$ cat src/design/agtc_map.svh
// Overview of operation
// - Order-0 bits 7:0 fill byte 0x51
// - Order-0 bits 14:8 on 0x52 bits 6:0
// - Order-1 bit 0 on 0x52 bit 7
// - Order-1 bits 8:1 fill byte 0x53
// - Order-1 bits 13:9 on 0x54 bits 4:0
// - Order-2 bits 2:0 on 0x54 bits 7:5
// - Order-2 bits 10:3 fill byte 0x55
// - Order-2 bits 13:11 in next byte 0x56
`ifndef AGTC_MAP_SVH
`define AGTC_MAP_SVH

// Register indexes; byte address is four times the index
`define AGTC_IDX_O0_LOW       10'h051
`define AGTC_IDX_O0HI_O1LSB   10'h052
`define AGTC_IDX_O1_MID       10'h053
`define AGTC_IDX_O1HI_O2LOW   10'h054
`define AGTC_IDX_O2_MID       10'h055
`define AGTC_IDX_O2_HIGH      10'h056
`define AGTC_IDX_LOCK         10'h060
`define AGTC_IDX_STATUS       10'h061

// APB address slice that carries the word index
`define AGTC_PADDR_W          12
`define AGTC_IDX_RANGE        11:2

// Decoded words in the read table
`define AGTC_NSLOT            8

// Coefficient slices packed into the bytes
`define AGTC_O0_LOW           7:0
`define AGTC_O0_HIGH          14:8
`define AGTC_O1_LSB           0
`define AGTC_O1_MID           8:1
`define AGTC_O1_HIGH          13:9
`define AGTC_O2_LOW           2:0
`define AGTC_O2_MID           10:3
`define AGTC_O2_HIGH          13:11

// Control and status bit positions
`define AGTC_LOCK_BIT         0
`define AGTC_LOADED_BIT       0

// Reset values and zero pads
`define AGTC_COEFF_RST        1'b0
`define AGTC_BYTE_RST         8'h00
`define AGTC_WORD_RST         32'h0000_0000
`define AGTC_O2HI_PAD         5'h00
`define AGTC_FLAG_PAD         7'h00
`define AGTC_WORD_PAD         24'h00_0000

`endif

$ cat src/design/agtc_pkg.sv
package agtc_pkg;
  typedef logic [14:0] agtc_order0_t;
  typedef logic [13:0] agtc_order1_t;
  typedef logic [13:0] agtc_order2_t;
  typedef logic [7:0]  agtc_byte_t;
endpackage

$ cat src/design/agtc_coeff_if.sv
// Carries trim loads into the coefficient store and the held values back out
interface agtc_coeff_if;
  logic                 load;
  logic                 lock;
  agtc_pkg::agtc_order0_t trim0;
  agtc_pkg::agtc_order1_t trim1;
  agtc_pkg::agtc_order2_t trim2;
  agtc_pkg::agtc_order0_t coef0;
  agtc_pkg::agtc_order1_t coef1;
  agtc_pkg::agtc_order2_t coef2;
  logic                 loaded;

  modport ctrl  (output load, lock, trim0, trim1, trim2, input coef0, coef1, coef2, loaded);
  modport store (input load, lock, trim0, trim1, trim2, output coef0, coef1, coef2, loaded);
endinterface

$ cat src/design/agtc_coeff_store.sv
`include "agtc_map.svh"

// Holds the three factory coefficients; only the trim path can change them
module agtc_coeff_store (
  input  wire logic  pclk,
  input  wire logic  presetn,
  agtc_coeff_if.store cif
);

  logic take;

  // A load counts only while software has not locked the values
  assign take = cif.load & ~cif.lock;

  // Coefficient flops, zero after reset
  always_ff @(posedge pclk or negedge presetn) begin
    if (!presetn) begin
      cif.coef0 <= '0;
      cif.coef1 <= '0;
      cif.coef2 <= '0;
    end else if (take) begin
      cif.coef0 <= cif.trim0;
      cif.coef1 <= cif.trim1;
      cif.coef2 <= cif.trim2;
    end
  end

  // Sticky flag: at least one load was accepted since reset
  always_ff @(posedge pclk or negedge presetn) begin
    if (!presetn) begin
      cif.loaded <= `AGTC_COEFF_RST;
    end else if (take) begin
      cif.loaded <= 1'b1;
    end
  end

endmodule // agtc_coeff_store

$ cat src/design/agtc_regs.sv
`include "agtc_map.svh"

// Read-only bank of gain temperature-correction coefficient bytes on APB.
// The three coefficients are packed across consecutive bytes; software
// reads the bytes and reassembles them. Each byte sits in the low eight
// bits of an aligned word, upper bits read zero.
//
// Word map, by index (byte address is four times the index):
//   0x51  order-0 bits 7:0
//   0x52  order-1 bit 0 over order-0 bits 14:8
//   0x53  order-1 bits 8:1
//   0x54  order-2 bits 2:0 over order-1 bits 13:9
//   0x55  order-2 bits 10:3
//   0x56  order-2 bits 13:11, upper five bits zero
//   0x60  lock, bit 0; a set lock blocks trim loads
//   0x61  loaded, bit 0; set by the first accepted trim load
//
// Timing: one wait state, so ready comes the cycle after the access
// phase starts. Writes to coefficient and status words are dropped
// without an error; unmapped words answer with an error and read zero.
// Trim loads come from fuse logic on pclk; an accepted load shows on
// the coefficient outputs and words one cycle later.
module agtc_regs (
  // Clock, reset and APB slave side
  input  wire logic                     pclk,
  input  wire logic                     presetn,
  input  wire logic                     psel,
  input  wire logic                     penable,
  input  wire logic                     pwrite,
  input  wire logic [`AGTC_PADDR_W-1:0] paddr,
  input  wire logic [31:0]              pwdata,
  output logic [31:0]                   prdata,
  output logic                          pready,
  output logic                          pslverr,

  // Factory trim path, same clock as the bus
  input  wire logic                     trim_load,
  input  wire agtc_pkg::agtc_order0_t   trim_order0,
  input  wire agtc_pkg::agtc_order1_t   trim_order1,
  input  wire agtc_pkg::agtc_order2_t   trim_order2,

  // Held coefficients
  output agtc_pkg::agtc_order0_t        gain_tempco_order0,
  output agtc_pkg::agtc_order1_t        gain_tempco_order1,
  output agtc_pkg::agtc_order2_t        gain_tempco_order2
);

  // Bus response flops
  logic [31:0] prdata_r;
  logic [31:0] prdata_nxt;
  logic        pready_r;
  logic        pready_nxt;
  logic        pslverr_r;
  logic        pslverr_nxt;

  // Software lock of the trim path
  logic        lock_r;
  logic        lock_nxt;

  // Carrier to the coefficient store
  agtc_coeff_if cif ();

  // Trim inputs come from fuse logic on pclk, so they need no synchroniser
  assign cif.load  = trim_load;
  assign cif.lock  = lock_r;
  assign cif.trim0 = trim_order0;
  assign cif.trim1 = trim_order1;
  assign cif.trim2 = trim_order2;

  agtc_coeff_store u_store (
    .pclk    (pclk),
    .presetn (presetn),
    .cif     (cif)
  );

  // Coefficients leave straight from the store flops
  assign gain_tempco_order0 = cif.coef0;
  assign gain_tempco_order1 = cif.coef1;
  assign gain_tempco_order2 = cif.coef2;

  // Access phase seen for the first time; one wait state follows setup
  logic                     access;
  logic [9:0]               idx;
  logic                     wr_acc;
  logic                     rd_acc;

  assign access = psel & penable & ~pready_r;
  assign idx    = paddr[`AGTC_IDX_RANGE];
  assign wr_acc = access & pwrite;
  assign rd_acc = access & ~pwrite;

  // Address decode
  logic hit_o0_low;
  logic hit_o0hi_o1lsb;
  logic hit_o1_mid;
  logic hit_o1hi_o2low;
  logic hit_o2_mid;
  logic hit_o2_high;
  logic hit_lock;
  logic hit_status;
  logic hit_coeff;
  logic hit_any;

  // Coefficient words
  assign hit_o0_low     = (idx == `AGTC_IDX_O0_LOW);
  assign hit_o0hi_o1lsb = (idx == `AGTC_IDX_O0HI_O1LSB);
  assign hit_o1_mid     = (idx == `AGTC_IDX_O1_MID);
  assign hit_o1hi_o2low = (idx == `AGTC_IDX_O1HI_O2LOW);
  assign hit_o2_mid     = (idx == `AGTC_IDX_O2_MID);
  assign hit_o2_high    = (idx == `AGTC_IDX_O2_HIGH);

  // Own control and status words
  assign hit_lock       = (idx == `AGTC_IDX_LOCK);
  assign hit_status     = (idx == `AGTC_IDX_STATUS);
  assign hit_coeff      = hit_o0_low | hit_o0hi_o1lsb | hit_o1_mid
                        | hit_o1hi_o2low | hit_o2_mid | hit_o2_high;
  assign hit_any        = hit_coeff | hit_lock | hit_status;

  // Byte images of the packed coefficients
  agtc_pkg::agtc_byte_t byte_o0_low;
  agtc_pkg::agtc_byte_t byte_o0hi_o1lsb;
  agtc_pkg::agtc_byte_t byte_o1_mid;
  agtc_pkg::agtc_byte_t byte_o1hi_o2low;
  agtc_pkg::agtc_byte_t byte_o2_mid;
  agtc_pkg::agtc_byte_t byte_o2_high;
  agtc_pkg::agtc_byte_t byte_lock;
  agtc_pkg::agtc_byte_t byte_status;

  // Order-0 low byte
  assign byte_o0_low     = cif.coef0[`AGTC_O0_LOW];

  // Order-1 bit 0 above the order-0 upper bits
  assign byte_o0hi_o1lsb = {cif.coef1[`AGTC_O1_LSB],
                            cif.coef0[`AGTC_O0_HIGH]};

  // Order-1 middle bits
  assign byte_o1_mid     = cif.coef1[`AGTC_O1_MID];

  // Order-2 low bits above the order-1 upper bits
  assign byte_o1hi_o2low = {cif.coef2[`AGTC_O2_LOW],
                            cif.coef1[`AGTC_O1_HIGH]};

  // Order-2 middle bits
  assign byte_o2_mid     = cif.coef2[`AGTC_O2_MID];

  // Order-2 upper bits; the rest of the byte reads zero
  assign byte_o2_high    = {`AGTC_O2HI_PAD, cif.coef2[`AGTC_O2_HIGH]};

  // Lock and loaded flags in bit 0
  assign byte_lock       = {`AGTC_FLAG_PAD, lock_r};
  assign byte_status     = {`AGTC_FLAG_PAD, cif.loaded};

  // Read data selection: a table in index order, one slot per decoded word
  agtc_pkg::agtc_byte_t                     rd_byte;
  logic [`AGTC_NSLOT-1:0]                   slot_hit;
  agtc_pkg::agtc_byte_t [`AGTC_NSLOT-1:0]   slot_byte;

  assign slot_hit  = {hit_status, hit_lock, hit_o2_high, hit_o2_mid,
                      hit_o1hi_o2low, hit_o1_mid, hit_o0hi_o1lsb, hit_o0_low};
  assign slot_byte = {byte_status, byte_lock, byte_o2_high, byte_o2_mid,
                      byte_o1hi_o2low, byte_o1_mid, byte_o0hi_o1lsb, byte_o0_low};

  // Per bit, OR of the hit slots; hits are exclusive, unmapped words read zero
  for (genvar b = 0; b < $bits(agtc_pkg::agtc_byte_t); b++) begin : g_bit
    logic [`AGTC_NSLOT-1:0] col;
    for (genvar s = 0; s < `AGTC_NSLOT; s++) begin : g_slot
      assign col[s] = slot_hit[s] & slot_byte[s][b];
    end
    assign rd_byte[b] = |col;
  end

  assign prdata_nxt  = rd_acc ? {`AGTC_WORD_PAD, rd_byte} : `AGTC_WORD_RST;

  // Unmapped addresses answer with an error; coefficient writes do not
  assign pslverr_nxt = access & ~hit_any;

  // Ready pulses one cycle after the access phase begins
  assign pready_nxt = access;

  // Only the lock word takes a write; coefficient words drop it
  assign lock_nxt = (wr_acc && hit_lock) ? pwdata[`AGTC_LOCK_BIT] : lock_r;

  // Ready flop
  always_ff @(posedge pclk or negedge presetn) begin
    if (!presetn) begin
      pready_r <= 1'b0;
    end else begin
      pready_r <= pready_nxt;
    end
  end

  // Read data flop
  always_ff @(posedge pclk or negedge presetn) begin
    if (!presetn) begin
      prdata_r <= `AGTC_WORD_RST;
    end else begin
      prdata_r <= prdata_nxt;
    end
  end

  // Error flop
  always_ff @(posedge pclk or negedge presetn) begin
    if (!presetn) begin
      pslverr_r <= 1'b0;
    end else begin
      pslverr_r <= pslverr_nxt;
    end
  end

  // Lock flop
  always_ff @(posedge pclk or negedge presetn) begin
    if (!presetn) begin
      lock_r <= `AGTC_COEFF_RST;
    end else begin
      lock_r <= lock_nxt;
    end
  end

  assign prdata  = prdata_r;
  assign pready  = pready_r;
  assign pslverr = pslverr_r;

endmodule // agtc_regs

$ cat config.mk
export PLATFORM = sky130hd
export DESIGN_NAME = agtc_regs
export DESIGN_NICKNAME = d
export VERILOG_FILES = /design/src/design/agtc_pkg.sv /design/src/design/agtc_coeff_if.sv /design/src/design/agtc_coeff_store.sv /design/src/design/agtc_regs.sv
export VERILOG_INCLUDE_DIRS = /design/src /design/src/design
export SDC_FILE = /design/constraint.sdc
export NUM_CORES = 1
export LEC_CHECK = 0
export BUFFER_PORTS_ARGS = -buffer_cell sky130_fd_sc_hd__buf_2
export CAP_MARGIN = 25
export CORE_MARGIN = 3
export CORE_UTILIZATION = 38
export CTS_CLUSTER_DIAMETER = 30
export DETAILED_ROUTE_END_ITERATION = 12
export PLACE_DENSITY = 0.83
export SYNTH_ARGS = -nofsm -noshare
export SYNTH_HDL_FRONTEND = slang
export SYNTH_SLANG_ARGS = --single-unit
$ cat constraint.sdc
create_clock -name pclk -period 1.6 [get_ports pclk]
set_clock_uncertainty 0.2 [all_clocks]
set_input_delay 0.08 -clock pclk [delete_from_list [all_inputs] [get_ports pclk]]
set_output_delay 0.08 -clock pclk [all_outputs]
set_load 0.02 [all_outputs]
==> results of run 1 <==
-- worst max-delay path: cells and delay by family, from the launching register on --
family	cells	cell delay, ns
buf+inv	1	0.10
simple gates	3	0.71
flops	1	0.39
compound gates	1	0.16
-- state kept, by name (all words and copies together), names as in the netlist --
signal	count
u_store.cif.loaded	1
u_store.cif.coef1	14
pslverr	1
pready	1
prdata	8
cif.lock	1
u_store.cif.coef2	14
u_store.cif.coef0	15
-- where the power goes --
| part | internal (mW) | switching [mW] | leakage [nW] |
|---|---|---|---|
| logic | 0.378 | 0.429 | 1.18 |
| registers | 1.50 | 0.0860 | 0.664 |
| clock network | 0.307 | 0.425 | 0.0412 |
| total | 2.19 | 0.940 | 1.88 |
-- cells by family after synthesis --
group / share of synthesized area (%)
AO/OA/AOI/OAI: 5.863
AND/OR/NAND/NOR: 6.824
flip-flops: 52.86
buffers and inverters: 9.803
other: 0.1440
multiplexers: 24.51
-- routing by layer --
metal	wire length (um)	GRT usage, %	part of all wire (%)
met5	0	0	0
met2	3549	30.77	52
met3	411	3.724	6.0
met4	120	5.082	1.8
met1	2721	20.97	40
-- how the worst max path moves through the flow --
stage	cells past startpoint	end	slack [ns]	startpoint
floorplan	6	prdata[2]	-0.10	pready
global placement	5	prdata[2]	-0.06	pready
detailed placement	5	prdata[0]	-0.12	pready
CTS	5	prdata[2]	-0.02	pready
global route	5	prdata[2]	-0.11	pready
finish	5	prdata[2]	-0.05	pready
-- cells in the mapped netlist (2+ instances only) --
library cell / instances / share of area [%]
nand2_1: 8 / 1.2
nand3b_1: 6 / 1.7
and3_1: 2 / 0.48
nor3_1: 2 / 0.38
a31oi_1: 2 / 0.48
inv_1: 4 / 0.58
a21oi_1: 7 / 1.3
buf_4: 24 / 6.9
mux2_2: 44 / 19
o21ai_0: 7 / 1.3
mux2i_1: 12 / 4.6
buf_2: 6 / 1.2
a22oi_1: 5 / 1.4
clkbuf_1: 5 / 0.72
dfrtp_1: 55 / 53
nor2_1: 4 / 0.58
-- per-stage QoR --
stage | setup WS, ns | instance area [sq um] | setup TNS [ns]
final | -0.05102 | 3837 | -0.08531
after global routing | -0.1141 | 3837 | -0.6047
after CTS | -0.02010 | 3819 | -0.03879
after detailed placement | -0.1173 | 3214 | -0.7926
after global placement | -0.05704 | 3214 | -0.3240
after floorplan | -0.1047 | 2719 | -0.6618
-- what timing repair did --
item | in CTS | in global routing
endpoints found under the hold margin | 109 | 0
setup buffers | 1 | 1
resized for setup | 3 | 2
setup endpoints to repair | 9 | 9
hold buffers | 50 | 0
pin swaps | 3 | 1
-- final cells by class --
cell class	instances	area share [%]
sequential	55	35.87
tap	77	2.511
inverter	4	0.3913
clock buffer	6	1.891
clock inverter	2	0.3261
timing repair buffer	171	30.39
multi-input combinational	137	28.63
==> Implementation_results.wiki, run 1 <==
{| class="wikitable"
! Metric !! Value
|-
| Critical path peak fanout || 8
|-
| Required time of the critical path || 1.61 ns
|-
| TritonCTS clock tree || yes
|-
| Period utilisation layout || 103.2%
|-
| Number of sinks on the clock net || 55
|-
| Total of flip-flops plus latches after synthesis || 55
|-
| Gp weighted congestion || 0.7331
|-
| RR Endpoint || prdata[2]
|-
| Final WL || 6802 um
|-
| Sequential Area || 1376 sq um
|-
| Clock insertion delay at the later pin of the skew report || 0.30 ns
|-
| Number of global-route vias before repair || 2155
|-
| Max-Cap Viols || 0
|-
| Die Footprint || 7881 sq um
|-
| Total half-perimeter wirelength after legalization and detailed placement || 4432 um
|-
| Area added between synthesis and finish || 47.38%
|-
| Number of hold-slack violations in the final timing report || 0
|-
| Mean cell area of the mapped netlist || 12.46 sq um
|-
| Cell Rows || 29
|-
| Crit-path max cell delay || 0.44 ns
|-
| Inserted Diodes || 0
|-
| Post-synth EDFFs || 0
|-
| Hold_sp || paddr[4]
|-
| Synthesized cell area || 2604 sq um
|-
| Floorplan Core Area || 6495 sq um
|-
| Worst reg-to-reg setup slack || -0.05 ns
|-
| Leading register cell type out of synthesis || dfrtp_1
|-
| Data arrival time of the critical path || 1.66 ns
|-
| Initial Util || 40.09%
|-
| Number of top-level pins || 170
|-
| CTS clock-pin slew for the worst setup and hold paths || 0.09 ns
|-
| Max Transition Viols Final || 0
|-
| Leakage power total || 1.881 nW
|-
| Tot GR Track Use || 17.31%
|-
| Distinct cells, synth || 32
|-
| Number of instances in the synthesized netlist || 209
|-
| Kind of launch point of the worst setup path || register
|-
| Setup repair after global routing missed its margin || yes
|-
| Cell with the biggest individual delay on the critical path || or3_4
|-
| Max Freq || 605.7 MHz
|-
| Power density normalized to cell area || 814.4 nW/um^2
|-
| Hold-critical path depth || 4
|-
| Most frequent standard cell in the layout excluding fill and tap cells || buf_2
|-
| Number of remaining DRC errors || 0
|-
| Routed len/inst || 15.05 um
|-
| Number of filler instances in the final layout || 540
|-
| Fraction of registers with async set/reset || 100.0%
|-
| End of the worst hold path || prdata[0]
|-
| Chip Height || 88.78 um
|-
| Min Clock Period, post-route || 1.651 ns
|-
| Power Total || 3.125 mW
|-
| Final ANT Viol Nets || 0
|-
| Post-Route Utilization || 59.08%
|-
| Iteration-0 DRC count of the detailed router || 49
|-
| Buffer cell driving the clock tree root || clkbuf_8
|-
| Nets || 467
|-
| Post-detailed-route via-to-cell ratio || 4.695
|-
| Worst vdd rail ir drop || 0.0004341 V
|-
| Share of post-route cells with drive strength above 1 || 48.53%
|-
| Critical path class || reg -> reg
|-
| First-pass DRT Iterations || 4
|-
| Kind of end point of the critical path || register
|-
| Detailed-route via count || 2122
|-
| Most used cells in the layout excluding fill and tap cells || 112 x buf_2, 55 x dfrtp_1, 50 x dlygate4sd3_1, 44 x mux2_2, 24 x conb_1
|-
| Yosys warning count || 0
|-
| Launch point of the worst reg-to-reg path || pready
|-
| Number of cells traversed by the worst register-to-register path || 5
|-
| Outcome || finished with violations
|-
| Post-synthesis sequential area ratio || 52.86%
|-
| Initial antenna violation count || 0
|-
| Number of setup violations in the final report || 5
|-
| H-Tree Depth || 2
|-
| Worst Setup Slack, final || -0.05102 ns
|-
| Bufs on Longest Clock Path || 2
|-
| Final worst hold slack || 0.001437 ns
|-
| Count of port buffers added during placement || 112
|-
| Total congestion overflow || 0
|-
| HP Class || in -> reg
|-
| Width of the die || 88.78 um
|-
| Largest net degree at the start of global routing || 56
|-
| Violations in the final reports || setup timing
|-
| Number of buffers created by CTS || 5
|-
| Wire length of the first global-routing pass || 10460 um
|-
| Area occupied by multi-input gates || 1099 sq um
|-
| # placed instances || 392
|-
| Final cell count without fillers || 452
|-
| Cell chain of the critical path || nand3b_1 -> inv_2 -> nand3_4 -> or3_4 -> a211oi_2
|}
No activity file was read; power rests on OpenSTA's default activity.
==> run 2: changes to the inputs <==
--- a/config.mk
+++ b/config.mk
@@ -6,13 +6,14 @@
 export SDC_FILE = /design/constraint.sdc
 export NUM_CORES = 1
 export LEC_CHECK = 0
+export ABC_AREA = 1
 export BUFFER_PORTS_ARGS = -buffer_cell sky130_fd_sc_hd__buf_2
 export CAP_MARGIN = 25
 export CORE_MARGIN = 3
-export CORE_UTILIZATION = 38
+export CORE_UTILIZATION = 39
 export CTS_CLUSTER_DIAMETER = 30
 export DETAILED_ROUTE_END_ITERATION = 12
-export PLACE_DENSITY = 0.83
+export PLACE_DENSITY = 0.84
 export SYNTH_ARGS = -nofsm -noshare
 export SYNTH_HDL_FRONTEND = slang
 export SYNTH_SLANG_ARGS = --single-unit
==> Implementation_results.wiki, run 2 <==
{| class="wikitable"
! Metric !! Value
|-
| Register ranked first by flip-flop count || u_store.cif.coef0
|-
| Critical path class || in -> reg
|-
| Sequential Area || 1376 sq um (unchanged)
|-
| Max Transition Viols Final || 0 (unchanged)
|-
| Nets || 539 (+15%)
|-
| TritonCTS clock tree || yes
|-
| Final worst hold slack || 0.01149 ns (+0.01005 ns)
|-
| Post-cts resize count || 0 (-3)
|-
| Total congestion overflow || 0 (unchanged)
|-
| Synthesized cell area || 2769 sq um (+6.3%)
|-
| Outcome || finished, final reports clean
|-
| Synthesized-area fraction occupied by ao, oa, aoi and oai cells || 1.582% (-4.3 points)
|-
| Hold buffers post-CTS || 48 (-4.0%)
|-
| Area added between synthesis and finish || 44.33%
|-
| CTS clock-pin slew for the worst setup and hold paths || 0.08 ns (about the same)
|-
| Floorplan Core Area || 6832 sq um (+5.2%)
|-
| Cell Rows || 30 (+3.4%)
|-
| Number of filler instances in the final layout || 593 (+9.8%)
|-
| Mean cell area of the mapped netlist || 9.924 sq um (-20%)
|-
| Post-detailed-route via-to-cell ratio || 4.562 (-2.8%)
|-
| Total of flip-flops plus latches after synthesis || 55 (unchanged)
|-
| Fraction of registers with async set/reset || 100.0% (unchanged)
|-
| Number of global-route vias before repair || 2592 (+20%)
|-
| Flip-flop count of the largest register, all copies and words added || 15 (unchanged)
|-
| Kind of launch point of the worst setup path || input pin
|-
| Width of the die || 90.26 um (+1.7%)
|-
| Post-Route Utilization || 58.50% (-0.58 points)
|-
| Iteration-0 DRC count of the detailed router || 81 (+65%)
|-
| Cell type with the largest total area after synthesis || dfrtp_1
|-
| HP Class || in -> reg
|-
| Tot GR Track Use || 19.25% (+1.9 points)
|-
| Required time of the critical path || 1.58 ns (-0.03 ns)
|-
| Min Clock Period, post-route || 1.531 ns (-0.1201 ns)
|-
| Final ANT Viol Nets || 0 (unchanged)
|-
| Data arrival time of the critical path || 1.51 ns (-0.15 ns)
|-
| Chip Height || 90.26 um (+1.7%)
|-
| Post-synth EDFFs || 0 (unchanged)
|-
| Count of port buffers added during placement || 112 (unchanged)
|-
| Synthesized-area fraction occupied by xor and xnor cells || 0% (unchanged)
|-
| Most used cells in the layout excluding fill and tap cells || 112 x buf_2, 55 x nand2_1, 55 x dfrtp_1, 48 x dlygate4sd3_1, 42 x mux2_2
|-
| Yosys warning count || 0 (unchanged)
|-
| Share of post-route cells with drive strength above 1 || 43.72% (-4.8 points)
|-
| Setup repair after global routing missed its margin || no
|-
| Number of buffers added for setup after CTS || 0 (-1)
|-
| First-pass DRT Iterations || 4 (unchanged)
|-
| Number of remaining DRC errors || 0 (unchanged)
|-
| Number of hold-slack violations in the final timing report || 0 (unchanged)
|-
| Post-synthesis adder-cell area fraction || 0% (unchanged)
|-
| Commonest cells in the synthesized netlist || 55 x dfrtp_1, 55 x nand2_1, 42 x mux2_2
|-
| Gp weighted congestion || 0.8713 (+19%)
|-
| Number of instances in the synthesized netlist || 279 (+33%)
|-
| Initial Util || 40.53% (+0.44 points)
|-
| Power Total || 2.741 mW (-12%)
|-
| Total half-perimeter wirelength after legalization and detailed placement || 5415 um (+22%)
|-
| Wire length of the first global-routing pass || 12630 um (+21%)
|-
| Die Footprint || 8147 sq um (+3.4%)
|-
| Detailed-route via count || 2477 (+17%)
|-
| Setup slack after placement || 0.09189 ns (+0.2092 ns)
|-
| Worst Setup Slack, final || 0.06903 ns (+0.1201 ns)
|-
| Number of sinks on the clock net || 55 (unchanged)
|-
| Mux contribution to synthesized area || 17.08% (-7.4 points)
|-
| Top-area cell type share of the netlist area || 49.71% (-3.2 points)
|-
| Clock insertion delay at the later pin of the skew report || 0.29 ns (about the same)
|-
| Number of top-level pins || 170 (unchanged)
|-
| H-Tree Depth || 2 (unchanged)
|-
| Largest registers || u_store.cif.coef0: 15 flops, u_store.cif.coef1: 14 flops, u_store.cif.coef2: 14 flops
|-
| Largest cells by area after synthesis || dfrtp_1 50%, mux2_2 17%, nand2_1 7.5%
|-
| Area occupied by multi-input gates || 1206 sq um (+9.8%)
|-
| Main combinational cell family by area after synthesis || simple AND/OR/NAND/NOR gates
|-
| Power density normalized to cell area || 685.9 nW/um^2 (-16%)
|-
| Bufs on Longest Clock Path || 2 (unchanged)
|-
| Period utilisation layout || 95.69% (-7.5 points)
|-
| Distinct cells, synth || 21 (-34%)
|-
| Initial antenna violation count || 0 (unchanged)
|-
| Worst vdd rail ir drop || 0.0003272 V (-25%)
|-
| Total negative slack for setup checks || 0 ns (+0.08531 ns)
|-
| Leakage power total || 2.262 nW (+20%)
|-
| Critical path peak fanout || 3 (-5)
|-
| Final WL || 7759 um (+14%)
|-
| Buffer cell driving the clock tree root || clkbuf_8
|-
| Largest net degree at the start of global routing || 38 (-32%)
|-
| Leading register cell type out of synthesis || dfrtp_1
|-
| Number of buffers created by CTS || 5 (unchanged)
|-
| Post-synthesis sequential area ratio || 49.71% (-3.2 points)
|-
| Max-Cap Viols || 0 (unchanged)
|-
| Routed len/inst || 14.29 um (-5.0%)
|-
| Max Freq || 653.2 MHz (+7.8%)
|-
| Kind of end point of the critical path || register
|-
| Most frequent standard cell in the layout excluding fill and tap cells || buf_2
|-
| Synth Area in Simple Gates || 21.64% (+15 points)
|-
| Number of setup violations in the final report || 0 (-5)
|}
## run 2: cell types whose count changed in the layout (fill, tap and decap cells not counted), moves of 5 or more
cell,change
nor2_4,+6
mux2i_1,-12
inv_1,+8
nor2_1,+21
nand2_1,+47
nand3_1,+21
nor2_2,+7
nand2_2,+6
nand3b_1,-6
o21ai_0,-5
inv_2,+6
a22oi_1,-5
## run 2: layer usage
layer / vias up / GRT usage [%] / routed length [um]
li1: 1192 / - / -
met1: 1171 / 22.67 / 3128
met2: 106 / 35.66 / 4046
met3: 8 / 3.500 / 496
met4: 0 / 5.485 / 88
met5: - / 0 / 0
## run 2: worst paths after layout
| path | startpoint | end | slack, ns | depth (start not counted) |
|---|---|---|---|---|
| worst max-delay path | penable | pready | 0.07 | 6 |
| worst min register to register | u_store.cif.loaded | u_store.cif.loaded | 0.29 | 2 |
| max in group asynchronous | presetn | u_store.cif.coef1[2] | 0.60 | 3 |
| min in group asynchronous | presetn | u_store.cif.coef0[13] | 0.05 | 2 |
| worst max register to register | pready | pready | 0.15 | 3 |
| worst min-delay path | paddr[3] | pslverr | 0.01 | 5 |
## run 2: kinds of logic (layout without fill, tap and decap cells)
kind of cell	Yosys count	after routing
compound gates	8	8
buf+inv	47	191
flops	55	55
mux	42	42
other cells	1	25
simple gates	126	126
## run 2: critical path, cell delays in order
cell           delay (ns)
dlygate4sd3_1        0.53
buf_2                0.12
nand2_1              0.05
nor2_1               0.05
buf_4                0.13
dlygate4sd3_1        0.55
## run 2: final cells by class
class | instances | share of cell area, %
multi-input cells | 200 | 30.18
flip-flops and latches | 55 | 34.44
clock buffers | 6 | 1.816
clock inverters | 1 | 0.7514
repair buffers | 165 | 27.93
diodes | 1 | 0.06262
inverters | 19 | 1.816
well taps | 96 | 3.006
## run 2: power breakdown
part / total, mW / switching, mW / internal, mW
registers: 1.44 / 0.0228 / 1.42
logic: 0.416 / 0.226 / 0.190
clock network: 0.883 / 0.424 / 0.460
total: 2.74 / 0.672 / 2.07
## run 2: metrics by stage
step                instances  instance area, sq um
CTS                       542                  3994
global route              542                  3994
detailed placement        487                  3411
floorplan                 302                  2855
finish                    543                  3996
global placement          487                  3411
